### config.mk
export PLATFORM = sky130hd
export DESIGN_NAME = reo_top
export DESIGN_NICKNAME = d
export VERILOG_FILES = /design/src/reo_pkg.sv /design/src/reo_sync_if.sv /design/src/reo_top.sv /design/src/reo_sync.sv
export SDC_FILE = /design/constraint.sdc
export NUM_CORES = 1
export LEC_CHECK = 0
export BUFFER_PORTS_ARGS = -buffer_cell sky130_fd_sc_hd__buf_4
export CAP_MARGIN = 5
export CORE_MARGIN = 2
export CORE_UTILIZATION = 50
export CTS_CLUSTER_SIZE = 16
export DETAILED_ROUTE_END_ITERATION = 10
export PLACE_DENSITY = 0.74
export SYNTH_ARGS = -nofsm -noshare
export SYNTH_HDL_FRONTEND = slang
export SYNTH_SLANG_ARGS = --single-unit
### constraint.sdc
create_clock -name sys_clk -period 2.52 [get_ports sys_clk]
set_input_delay 0 -clock sys_clk [delete_from_list [all_inputs] [get_ports sys_clk]]
set_output_delay 0 -clock sys_clk [all_outputs]
set_load 0.05 [all_outputs]
### src/reo_pkg.sv
package reo_pkg;
    // control bus target address and address bytes
    localparam logic [6:0] REO_BUS_ADDR      = 7'h25;
    localparam logic [7:0] REO_BUS_WR_BYTE   = 8'h4a;
    localparam logic [7:0] REO_BUS_RD_BYTE   = 8'h4b;

    // register offsets of the plain register port
    localparam logic [3:0] REO_OFS_CTRL      = 4'h0;
    localparam logic [3:0] REO_OFS_STATUS    = 4'h1;
    localparam logic [3:0] REO_OFS_VCODE_B1  = 4'h2;
    localparam logic [3:0] REO_OFS_VCODE_B2  = 4'h3;
    localparam logic [3:0] REO_OFS_VCODE_B3  = 4'h4;
    localparam logic [3:0] REO_OFS_VCODE_LDO = 4'h5;
    localparam logic [3:0] REO_OFS_VBASE_B1  = 4'h6;
    localparam logic [3:0] REO_OFS_VBASE_B2  = 4'h7;
    localparam logic [3:0] REO_OFS_VBASE_B3  = 4'h8;
    localparam logic [3:0] REO_OFS_VBASE_LDO = 4'h9;
    localparam logic [3:0] REO_OFS_VSTEP_B1  = 4'ha;
    localparam logic [3:0] REO_OFS_VSTEP_B2  = 4'hb;
    localparam logic [3:0] REO_OFS_VSTEP_B3  = 4'hc;
    localparam logic [3:0] REO_OFS_VSTEP_LDO = 4'hd;
    localparam logic [3:0] REO_OFS_ADDR      = 4'he;

    // control register fields
    localparam int REO_CTRL_CYCLE_BIT    = 0;
    localparam int REO_CTRL_SHDN_BIT     = 1;
    localparam int REO_CTRL_OPTION_BIT   = 2;
    localparam int REO_CTRL_WAKE_BIT     = 3;
    localparam logic [7:0] REO_CTRL_RESET = 8'h01;

    // option select: 0 = sequencer option, 1 = external processor option
    localparam logic REO_OPT_SEQ = 1'b0;
    localparam logic REO_OPT_EXT = 1'b1;

    // voltage code width and reset code
    localparam int REO_VCODE_W = 8;
    localparam logic [7:0] REO_VCODE_RESET = 8'h00;
    localparam logic [7:0] REO_VCODE_MAX   = 8'hff;

    // voltage base and step in microvolts
    localparam logic [31:0] REO_BASE_08_UV  = 32'd800000;
    localparam logic [31:0] REO_BASE_06_UV  = 32'd600000;
    localparam logic [31:0] REO_STEP_125_UV = 32'd12500;
    localparam logic [31:0] REO_STEP_9376_UV = 32'd9376;
    localparam logic [31:0] REO_TOP_3998_UV = 32'd3998000;
    localparam logic [31:0] REO_TOP_2991_UV = 32'd2991000;

    // long press timing
    localparam int REO_CLK_HZ         = 25000000;
    localparam int REO_LONG_PRESS_S   = 6;
    localparam logic [31:0] REO_LONG_PRESS_CYC = 32'(REO_CLK_HZ * REO_LONG_PRESS_S);

    // power state
    typedef enum logic [1:0] {
        REO_ST_ON  = 2'b01,
        REO_ST_OFF = 2'b10
    } reo_state_e;
endpackage

### src/reo_sync_if.sv
`timescale 1ns/100ps
// synchronised pin levels handed from the input stage to the main logic
interface reo_sync_if;
    logic [3:0] pin_level;   // rail group enables, synchronised
    logic       button_n;    // pushbutton, synchronised, active low
    modport src (output pin_level, output button_n);
    modport dst (input pin_level, input button_n);
endinterface

### src/reo_top.sv
`timescale 1ns/100ps
// What this block does
// - device answers at bus address 0x25
// - pin one drives second step-down, load switch
// - pin two drives both linear rails
// - pin three drives third step-down rail
// - pin four drives first step-down rail
// - cycle enable bit permits power cycle
// - shutdown enable plus 6 s press: off
// - shutdown disabled: long press ignored
// - third step-down: 0.8V base, 12.5mV steps
// - first option linear: 0.8V, 12.5mV
// - second option first step-down: 0.6V, 9.376mV
// - second option linear: 0.6V, 9.376mV
// - second option second step-down: 0.8V, 12.5mV
module reo_top
    import reo_pkg::*;
#(
    parameter logic [31:0] LONG_PRESS_CYC = REO_LONG_PRESS_CYC
)
(
    input  wire logic        sys_clk,
    input  wire logic        nrst,
    input  wire logic        general_pin_one,
    input  wire logic        general_pin_two,
    input  wire logic        general_pin_three,
    input  wire logic        general_pin_four,
    input  wire logic        pushbutton_input_n,
    input  wire logic [3:0]  reg_addr,
    input  wire logic [31:0] reg_wdata,
    input  wire logic        reg_wr,
    input  wire logic        reg_rd,
    output logic [31:0]      reg_rdata,
    output logic             step_down_rail_first,
    output logic             step_down_rail_second,
    output logic             step_down_rail_third,
    output logic             linear_rail_first,
    output logic             linear_rail_second,
    output logic             load_switch_gate,
    output logic             power_off,
    output logic             power_cycle_allowed
);
    // synchronised levels travel in an interface, so the input
    // stage can grow without touching this port list
    reo_sync_if sync ();           // synchronised pin levels

    // register state, reset by nrst alone
    // codes are clamped on the way in, so a read
    // shows what the rail is really set to
    logic [7:0]  ctrl_reg;         // enables and option; wake is not stored
    logic [7:0]  vcode_b1_reg;     // voltage codes per rail
    logic [7:0]  vcode_b2_reg;
    logic [7:0]  vcode_b3_reg;
    logic [7:0]  vcode_ldo_reg;
    logic [31:0] rdata_reg;        // read data, one cycle after strobe
    // six seconds at 25 MHz need 28 bits; 32 leave
    // room for a slower long press setting
    logic [31:0] press_cnt_reg;    // long press counter
    logic [31:0] press_cnt_next;
    // one-hot power state, only two states
    reo_state_e  state_reg;        // power on / power off
    reo_state_e  state_next;
    logic [5:0]  rails_reg;        // registered rail enables

    // control field decode and the synchronised button
    // wake_write looks at the bus, bit three is never stored
    // press_long holds while the press lasts, as the count saturates
    // pressed is the button after both flops, active high here
    wire logic cycle_en    = ctrl_reg[REO_CTRL_CYCLE_BIT];
    wire logic shdn_en     = ctrl_reg[REO_CTRL_SHDN_BIT];
    wire logic option_sel  = ctrl_reg[REO_CTRL_OPTION_BIT];
    wire logic wake_write  = reg_wr && (reg_addr == REO_OFS_CTRL)
                             && reg_wdata[REO_CTRL_WAKE_BIT];
    wire logic pressed     = !sync.button_n;
    wire logic press_long  = (press_cnt_reg >= LONG_PRESS_CYC);

    // base and step selection per rail, in microvolts
    // only the first step-down rail and the linear pair
    // change scale with the option bit; the second and
    // third step-down rails keep the coarse scale
    // constants picked by one bit, so no flop is needed
    // microvolt units keep the fine step exact
    wire logic [31:0] base_b1  = (option_sel == REO_OPT_EXT) ? REO_BASE_06_UV
                                                           : REO_BASE_08_UV;
    wire logic [31:0] step_b1  = (option_sel == REO_OPT_EXT) ? REO_STEP_9376_UV
                                                           : REO_STEP_125_UV;
    wire logic [31:0] base_b2  = REO_BASE_08_UV;
    wire logic [31:0] step_b2  = REO_STEP_125_UV;
    wire logic [31:0] base_b3  = REO_BASE_08_UV;
    wire logic [31:0] step_b3  = REO_STEP_125_UV;
    wire logic [31:0] base_ldo = (option_sel == REO_OPT_EXT) ? REO_BASE_06_UV
                                                           : REO_BASE_08_UV;
    wire logic [31:0] step_ldo = (option_sel == REO_OPT_EXT) ? REO_STEP_9376_UV
                                                           : REO_STEP_125_UV;

    // top code limit: codes past the top setting are clamped
    // the limit follows the scale constants, so a new base
    // or step moves the clamp point with it
    // with the present scales every 8-bit code is legal;
    // the clamp guards a later, narrower range
    // the division is on constants only, no divider remains
    function automatic logic [7:0] clamp_code(input logic [7:0] code,
                                              input logic [31:0] base,
                                              input logic [31:0] step,
                                              input logic [31:0] top);
        logic [31:0] lim;
        lim = (top - base) / step;
        if ({24'h000000, code} > lim)
            clamp_code = lim[7:0];
        else
            clamp_code = code;
    endfunction

    // top settings follow the same option choice
    wire logic [31:0] top_b1  = (option_sel == REO_OPT_EXT) ? REO_TOP_2991_UV
                                                          : REO_TOP_3998_UV;
    wire logic [31:0] top_ldo = (option_sel == REO_OPT_EXT) ? REO_TOP_2991_UV
                                                          : REO_TOP_3998_UV;
    // low byte, all that a code register keeps
    wire logic [7:0] wcode = reg_wdata[7:0];

    // synchroniser for the pins and the button
    // the pins come from a processor unrelated to sys_clk;
    // nothing reads them before two flops, which costs two
    // cycles on every enable but keeps the rails clean
    // flop reset values read as pins low, button up
    reo_sync u_sync (
        .sys_clk        (sys_clk),
        .nrst           (nrst),
        .pins_async     ({general_pin_four, general_pin_three,
                          general_pin_two, general_pin_one}),
        .button_async_n (pushbutton_input_n),
        .sync           (sync)
    );

    // control and voltage code registers; code writes are clamped to range
    // one strobe, one register; read-only offsets fall
    // through to the default branch and change nothing
    // a write lands at its edge, a read sees it next cycle
    always_ff @(posedge sys_clk or negedge nrst) begin
        if (!nrst) begin
            ctrl_reg      <= REO_CTRL_RESET;
            vcode_b1_reg  <= REO_VCODE_RESET;
            vcode_b2_reg  <= REO_VCODE_RESET;
            vcode_b3_reg  <= REO_VCODE_RESET;
            vcode_ldo_reg <= REO_VCODE_RESET;
        end else if (reg_wr) begin
            case (reg_addr)
                REO_OFS_CTRL: begin
                    // enables and option; wake is not stored
                    ctrl_reg <= {5'h00, reg_wdata[REO_CTRL_OPTION_BIT:0]};
                end
                REO_OFS_VCODE_B1: begin
                    // scale follows the option bit
                    vcode_b1_reg <= clamp_code(wcode, base_b1, step_b1, top_b1);
                end
                REO_OFS_VCODE_B2: begin
                    // coarse scale in both options
                    vcode_b2_reg <= clamp_code(wcode, base_b2, step_b2,
                                               REO_TOP_3998_UV);
                end
                REO_OFS_VCODE_B3: begin
                    // coarse scale in both options
                    vcode_b3_reg <= clamp_code(wcode, base_b3, step_b3,
                                               REO_TOP_3998_UV);
                end
                REO_OFS_VCODE_LDO: begin
                    // the linear pair share one code
                    vcode_ldo_reg <= clamp_code(wcode, base_ldo, step_ldo, top_ldo);
                end
                default: begin
                    // read-only or unmapped: write ignored
                end
            endcase
        end
    end

    // long press counter; only runs while shutdown is enabled
    // a release restarts it, so short presses never add up
    // it stops at the limit; a wrap would drop press_long
    // in the middle of a long hold
    // clearing the shutdown enable clears the count at once
    always_comb begin
        press_cnt_next = press_cnt_reg;
        if (!pressed || !shdn_en)
            press_cnt_next = 32'h0;
        else if (!press_long)
            press_cnt_next = press_cnt_reg + 32'h1;
    end

    // power state: long press turns off, a wake write brings it back
    // only software leaves the off state; waking with the
    // button held would let the same press turn it off again
    // the wake write needs the button seen up through both flops
    always_comb begin
        state_next = state_reg;
        case (state_reg)
            REO_ST_ON: begin
                // only an enabled long press ends the on state
                if (shdn_en && press_long)
                    state_next = REO_ST_OFF;
            end
            REO_ST_OFF: begin
                // rails stay gated until software wakes the device
                if (wake_write && !pressed)
                    state_next = REO_ST_ON;
            end
            default: begin
                // a code that is not one-hot falls back to on
                state_next = REO_ST_ON;
            end
        endcase
    end

    // pin levels map straight to rails, no internal sequence
    // the outside processor owns all ordering, so there is
    // no delay or sequence table; each pin gates its group
    // the option bit plays no part in this gating
    // bit five, the load switch, is listed first
    wire logic [5:0] rails_direct = {
        sync.pin_level[0],      // load switch
        sync.pin_level[1],      // linear second
        sync.pin_level[1],      // linear first
        sync.pin_level[2],      // step-down 3
        sync.pin_level[0],      // step-down 2
        sync.pin_level[3]       // step-down 1
    };
    // the state gates every rail at once, none can lag
    wire logic rails_live = (state_reg == REO_ST_ON);

    // state, counter and rail enable flops
    // the rail image is registered so the pins never glitch
    // going off gates the image one edge after the state
    // a rail follows its pin three edges late: two sync, one here
    always_ff @(posedge sys_clk or negedge nrst) begin
        if (!nrst) begin
            state_reg     <= REO_ST_ON;
            press_cnt_reg <= 32'h0;
            rails_reg     <= 6'h00;
        end else begin
            state_reg     <= state_next;
            press_cnt_reg <= press_cnt_next;
            rails_reg     <= rails_live ? rails_direct : 6'h00;
        end
    end

    // rail pins, one bit of the rail image each
    assign step_down_rail_first  = rails_reg[0];
    assign step_down_rail_second = rails_reg[1];
    assign step_down_rail_third  = rails_reg[2];
    assign linear_rail_first     = rails_reg[3];
    assign linear_rail_second    = rails_reg[4];
    assign load_switch_gate      = rails_reg[5];
    // off flag straight from the state register
    assign power_off             = (state_reg == REO_ST_OFF);
    // cycle enable passed out as a plain level
    assign power_cycle_allowed   = cycle_en;

    // read mux; unmapped addresses read zero
    // status mirrors the rail image, so software sees
    // what the pins switched; base and step are constants
    wire logic [31:0] status_word = {24'h000000, press_long, power_off,
                                     rails_reg};
    logic [31:0] rmux;
    always_comb begin
        case (reg_addr)
            REO_OFS_CTRL:      rmux = {24'h000000, ctrl_reg};
            REO_OFS_STATUS:    rmux = status_word;
            REO_OFS_VCODE_B1:  rmux = {24'h000000, vcode_b1_reg};
            REO_OFS_VCODE_B2:  rmux = {24'h000000, vcode_b2_reg};
            REO_OFS_VCODE_B3:  rmux = {24'h000000, vcode_b3_reg};
            REO_OFS_VCODE_LDO: rmux = {24'h000000, vcode_ldo_reg};
            REO_OFS_VBASE_B1:  rmux = base_b1;
            REO_OFS_VBASE_B2:  rmux = base_b2;
            REO_OFS_VBASE_B3:  rmux = base_b3;
            REO_OFS_VBASE_LDO: rmux = base_ldo;
            REO_OFS_VSTEP_B1:  rmux = step_b1;
            REO_OFS_VSTEP_B2:  rmux = step_b2;
            REO_OFS_VSTEP_B3:  rmux = step_b3;
            REO_OFS_VSTEP_LDO: rmux = step_ldo;
            // 7-bit address low, read byte above it
            REO_OFS_ADDR:      rmux = {16'h0000, REO_BUS_RD_BYTE, 1'b0, REO_BUS_ADDR};
            default:           rmux = 32'h0;
        endcase
    end

    // read data registered, valid only the cycle after the strobe
    // zero outside the answer, so a stale word cannot pass
    // for a fresh one
    // the mux settles within the strobe cycle
    always_ff @(posedge sys_clk or negedge nrst) begin
        if (!nrst)
            rdata_reg <= 32'h0;
        else
            rdata_reg <= reg_rd ? rmux : 32'h0;
    end

    // read data leave straight from the flop
    assign reg_rdata = rdata_reg;
endmodule

### src/reo_sync.sv
`timescale 1ns/100ps
// two flop synchroniser for the four group pins and the pushbutton
module reo_sync
    import reo_pkg::*;
(
    input  wire logic   sys_clk,
    input  wire logic   nrst,
    input  wire logic [3:0] pins_async,
    input  wire logic   button_async_n,
    reo_sync_if.src     sync
);
    logic [4:0] stage1_reg;   // first stage, read only by stage two
    logic [4:0] stage2_reg;   // second stage, safe to use

    // both stages reset to pins low, button released
    always_ff @(posedge sys_clk or negedge nrst) begin
        if (!nrst) begin
            stage1_reg <= 5'h10;
            stage2_reg <= 5'h10;
        end else begin
            stage1_reg <= {button_async_n, pins_async};
            stage2_reg <= stage1_reg;
        end
    end

    assign sync.pin_level = stage2_reg[3:0];
    assign sync.button_n  = stage2_reg[4];
endmodule

==> impl_summary.log <==
INFO  metric cts_root_buf = sky130_fd_sc_hd__clkbuf_8
INFO  metric antenna_violating_nets_post_route = 0
INFO  metric finalCriticalPeriod = 2.03 ns
INFO  metric worst_hold_slack = 0.0567 ns
INFO  metric worstPathMaxFanout = 16
INFO  metric worst_ep_arrival_time = between 2 and 2.5 ns
INFO  metric ys.warnings.count = 0
INFO  metric finalHoldViolations = 0
INFO  metric synth_enable_flop_cells = 0
INFO  metric fmaxAchievable = 0.493 GHz
INFO  metric setup_tns = 0 ns
INFO  metric track_usage = 0.203
INFO  metric synthArstFlopShare = 1.00
INFO  metric die_height = just over 100 um
INFO  metric design_area = 5470 um2
INFO  metric max-cap-violations = 0
INFO  metric clock-sinks = 100
INFO  metric globalplace.congestion = roughly 0.87
INFO  metric ctsHoldBuffers = 16
INFO  metric chipWidth = a little over 100 um
INFO  metric max_reg_flops = 32
INFO  metric place_ws = approximately 0.52 ns
INFO  metric layout.nets = 536
INFO  metric post_cts.resized_instances = 0
INFO  metric drtPass1Iterations = 5
INFO  metric detailed_place_hpwl = ~6.7 mm
INFO  metric grt_setup_unrepaired = false
INFO  metric grt_pass1_wl = 16.2 mm
INFO  metric insertedDiodeCount = 0
INFO  metric worstSkewPairLatency = between 0.3 and 0.4 ns
INFO  metric kind_of_start_point_of_the_critical_path = flop
INFO  metric min_period_over_period = 0.804
INFO  metric maxSlewHeadroom = 0.431
INFO  metric maximum_number_of_pins_on_one_net_before_global_route_repair = 58
INFO  metric grt_antenna_before_repair = 0
INFO  metric drc_errors = 0
INFO  metric io_buffer_count = between 40 and 50
INFO  metric routed_wl = around 9.8 mm
INFO  metric run_status = completed
INFO  metric synthDominantAreaCellType = sky130_fd_sc_hd__dfrtp_1
INFO  metric layoutNonFillerInstCount = ~620
INFO  metric first_global_vias = ~3300
INFO  metric regToRegSetupSlack = ~0.49 ns
INFO  metric row_count = 35
INFO  metric detailroute.via_count = 3416
INFO  metric synth_cell_types = between 50 and 60
INFO  metric cp-end-kind = flop
INFO  metric netlist_area_pre_place = about 4700 um2
INFO  metric yosys_register_bits = 100
INFO  metric leakage_power = around 2.5 nW
INFO  metric grt_overflow_total = 0
INFO  metric placed_cells = 591
INFO  metric start_util = 0.513
INFO  metric required = roughly 2.8 ns
INFO  metric worst_hold_path_type = primary input to flop
INFO  metric netlist_top_cells_area = sky130_fd_sc_hd__dfrtp_1, sky130_fd_sc_hd__mux2_2, sky130_fd_sc_hd__xor2_1
INFO  metric synth_largest_type_area_fraction = 0.507
INFO  metric fp.coreArea = roughly 9000 um2
INFO  metric drive_gt1_frac = 0.239
INFO  metric worst-slew-pin-transition = between 0.8 and 0.9 ns
INFO  metric clk_transition_reported_paths = 0.10 ns
INFO  metric worstSetupPathType = flop to flop
INFO  metric pwr_density_cell = between 600 and 700 nW/um2
INFO  metric cts_post_setup_buffers_inserted = 0
INFO  metric first_drt_iteration_drcs = 201
INFO  metric finalSetupViolations = 0
INFO  metric post_synthesis_cell_count = around 430
INFO  metric clock-skew-final = about 0.012 ns
INFO  metric placed_area = ~5000 um2
INFO  metric avgSynthCellArea = 11.0 um2
INFO  metric drt-vias-per-instance = approximately 5.5
INFO  metric floorplan_die_area = 10300 um2
INFO  metric io_pins = 85
INFO  metric clock_tree.htree_level_count = 3
INFO  metric final_core_util = 0.592
INFO  metric cts_buffers = 9
INFO  metric timing.final.max_slew_violations = 0
INFO  metric synth_sequential_area_ratio = 0.529
INFO  metric pnr_worst_setup_slack = 0.493 ns
INFO  metric irDropWorstVdd = between 0.0003 and 0.0004 V
INFO  metric synthFlopType = sky130_fd_sc_hd__dfrtp_1
INFO  metric syn2layout_area_growth = 15.4%
INFO  metric fin_total_pwr = 3.36 mW
INFO  metric ctsLongestPathBuffers = 2
INFO  metric number_of_fill_cells = roughly 770
INFO  metric avgRoutedWirePerCell = approximately 16 um
INFO  metric cts_tree = built
metal layers:
| metal | global-route usage | share of wire | vias to the layer above |
|---|---|---|---|
| met3 | 0.0317 | 0.048 | 27 |
| met2 | 0.308 | 0.47 | 123 |
| met4 | 0.0925 | 0.024 | 0 |
| met1 | 0.290 | 0.46 | 1670 |
| li1 | - | - | 1596 |
| met5 | 0 | 0 | - |
cells in the mapped netlist, types with 3 or more instances:
cell type                  count
sky130_fd_sc_hd__inv_1         9
sky130_fd_sc_hd__mux2i_1       6
sky130_fd_sc_hd__nand3_1      18
sky130_fd_sc_hd__dfrtp_1      96
sky130_fd_sc_hd__mux2_2       38
sky130_fd_sc_hd__nand2b_1      7
sky130_fd_sc_hd__nor2_1       35
sky130_fd_sc_hd__o211ai_1      5
sky130_fd_sc_hd__a22oi_1       4
sky130_fd_sc_hd__nor2b_1      11
sky130_fd_sc_hd__or4_1         5
sky130_fd_sc_hd__nor3_1        4
sky130_fd_sc_hd__a21oi_1      14
sky130_fd_sc_hd__o22ai_1       3
sky130_fd_sc_hd__and2_1       10
sky130_fd_sc_hd__nand2_1      28
sky130_fd_sc_hd__o21ai_0      14
sky130_fd_sc_hd__nor3_2        3
sky130_fd_sc_hd__buf_2         5
sky130_fd_sc_hd__xor2_1       19
sky130_fd_sc_hd__buf_4        17
sky130_fd_sc_hd__nand4_1      14
sky130_fd_sc_hd__and3_1       11
sky130_fd_sc_hd__clkbuf_1     10
sky130_fd_sc_hd__dfstp_2       4
critical path, stage by stage, from the launching register on:
cell and delay (ns):
sky130_fd_sc_hd__dfrtp_1 0.45, sky130_fd_sc_hd__nor4_4 0.35, sky130_fd_sc_hd__nor3_2 0.13, sky130_fd_sc_hd__nor2_8 0.30
sky130_fd_sc_hd__nand2_4 0.13, sky130_fd_sc_hd__or4_1 0.51, sky130_fd_sc_hd__nand2_1 0.09
logic make-up after synthesis:
logic type | count (synthesis) | share of synthesized area
AOI/OAI and AO/OA | 58 | 0.0773
xor gates and xnor gates | 20 | 0.0369
adders and majority gates | 2 | 0.00528
buffers and inverters | 43 | 0.0488
DFF | 100 | 0.529
muxes | 45 | 0.108
other | 1 | 0.000791
and+or+nand+nor | 164 | 0.194
path summary, 6_finish.rpt:
path | start | to | cells after the start
min in group asynchronous | nrst | press_cnt_reg[22] | 2
worst max register to register | press_cnt_reg[18] | press_cnt_reg[13] | 6
max in group asynchronous | nrst | state_reg[0] | 3
worst max-delay path | press_cnt_reg[18] | press_cnt_reg[13] | 6
worst min register to register | u_sync.stage1_reg[4] | u_sync.stage2_reg[4] | 0
worst min-delay path | reg_addr[2] | reg_rdata[0] | 3
power by group:
| group | internal [mW] | switching [mW] |
|---|---|---|
| Sequential | 1.77 | 0.0925 |
| Combinational | 0.249 | 0.350 |
| Clock | 0.361 | 0.540 |
area by class of cell:
class	count	area, um2	share of cell area
clock buffers	11	131	0.0240
clock inverters	5	38.8	0.00709
inverters	9	33.8	0.00617
multi-input cells	303	2050	0.375
flip-flops and latches	100	2510	0.458
well taps	129	161	0.0295
repair buffers	66	548	0.100
cells in the final DEF, fill, tap and decap left out, types with 9 or more instances in the layout:
cell type	n
sky130_fd_sc_hd__dfrtp_1	96
sky130_fd_sc_hd__buf_4	49
sky130_fd_sc_hd__mux2_2	38
sky130_fd_sc_hd__nor2_1	35
sky130_fd_sc_hd__nand2_1	28
sky130_fd_sc_hd__xor2_1	19
sky130_fd_sc_hd__nand3_1	18
sky130_fd_sc_hd__dlygate4sd3_1	16
sky130_fd_sc_hd__o21ai_0	14
sky130_fd_sc_hd__nand4_1	14
sky130_fd_sc_hd__a21oi_1	14
sky130_fd_sc_hd__conb_1	14
sky130_fd_sc_hd__nor2b_1	11
sky130_fd_sc_hd__and3_1	11
sky130_fd_sc_hd__and2_1	10
sky130_fd_sc_hd__inv_1	9
sky130_fd_sc_hd__clkbuf_8	9
(Power assumes the default switching activity.)
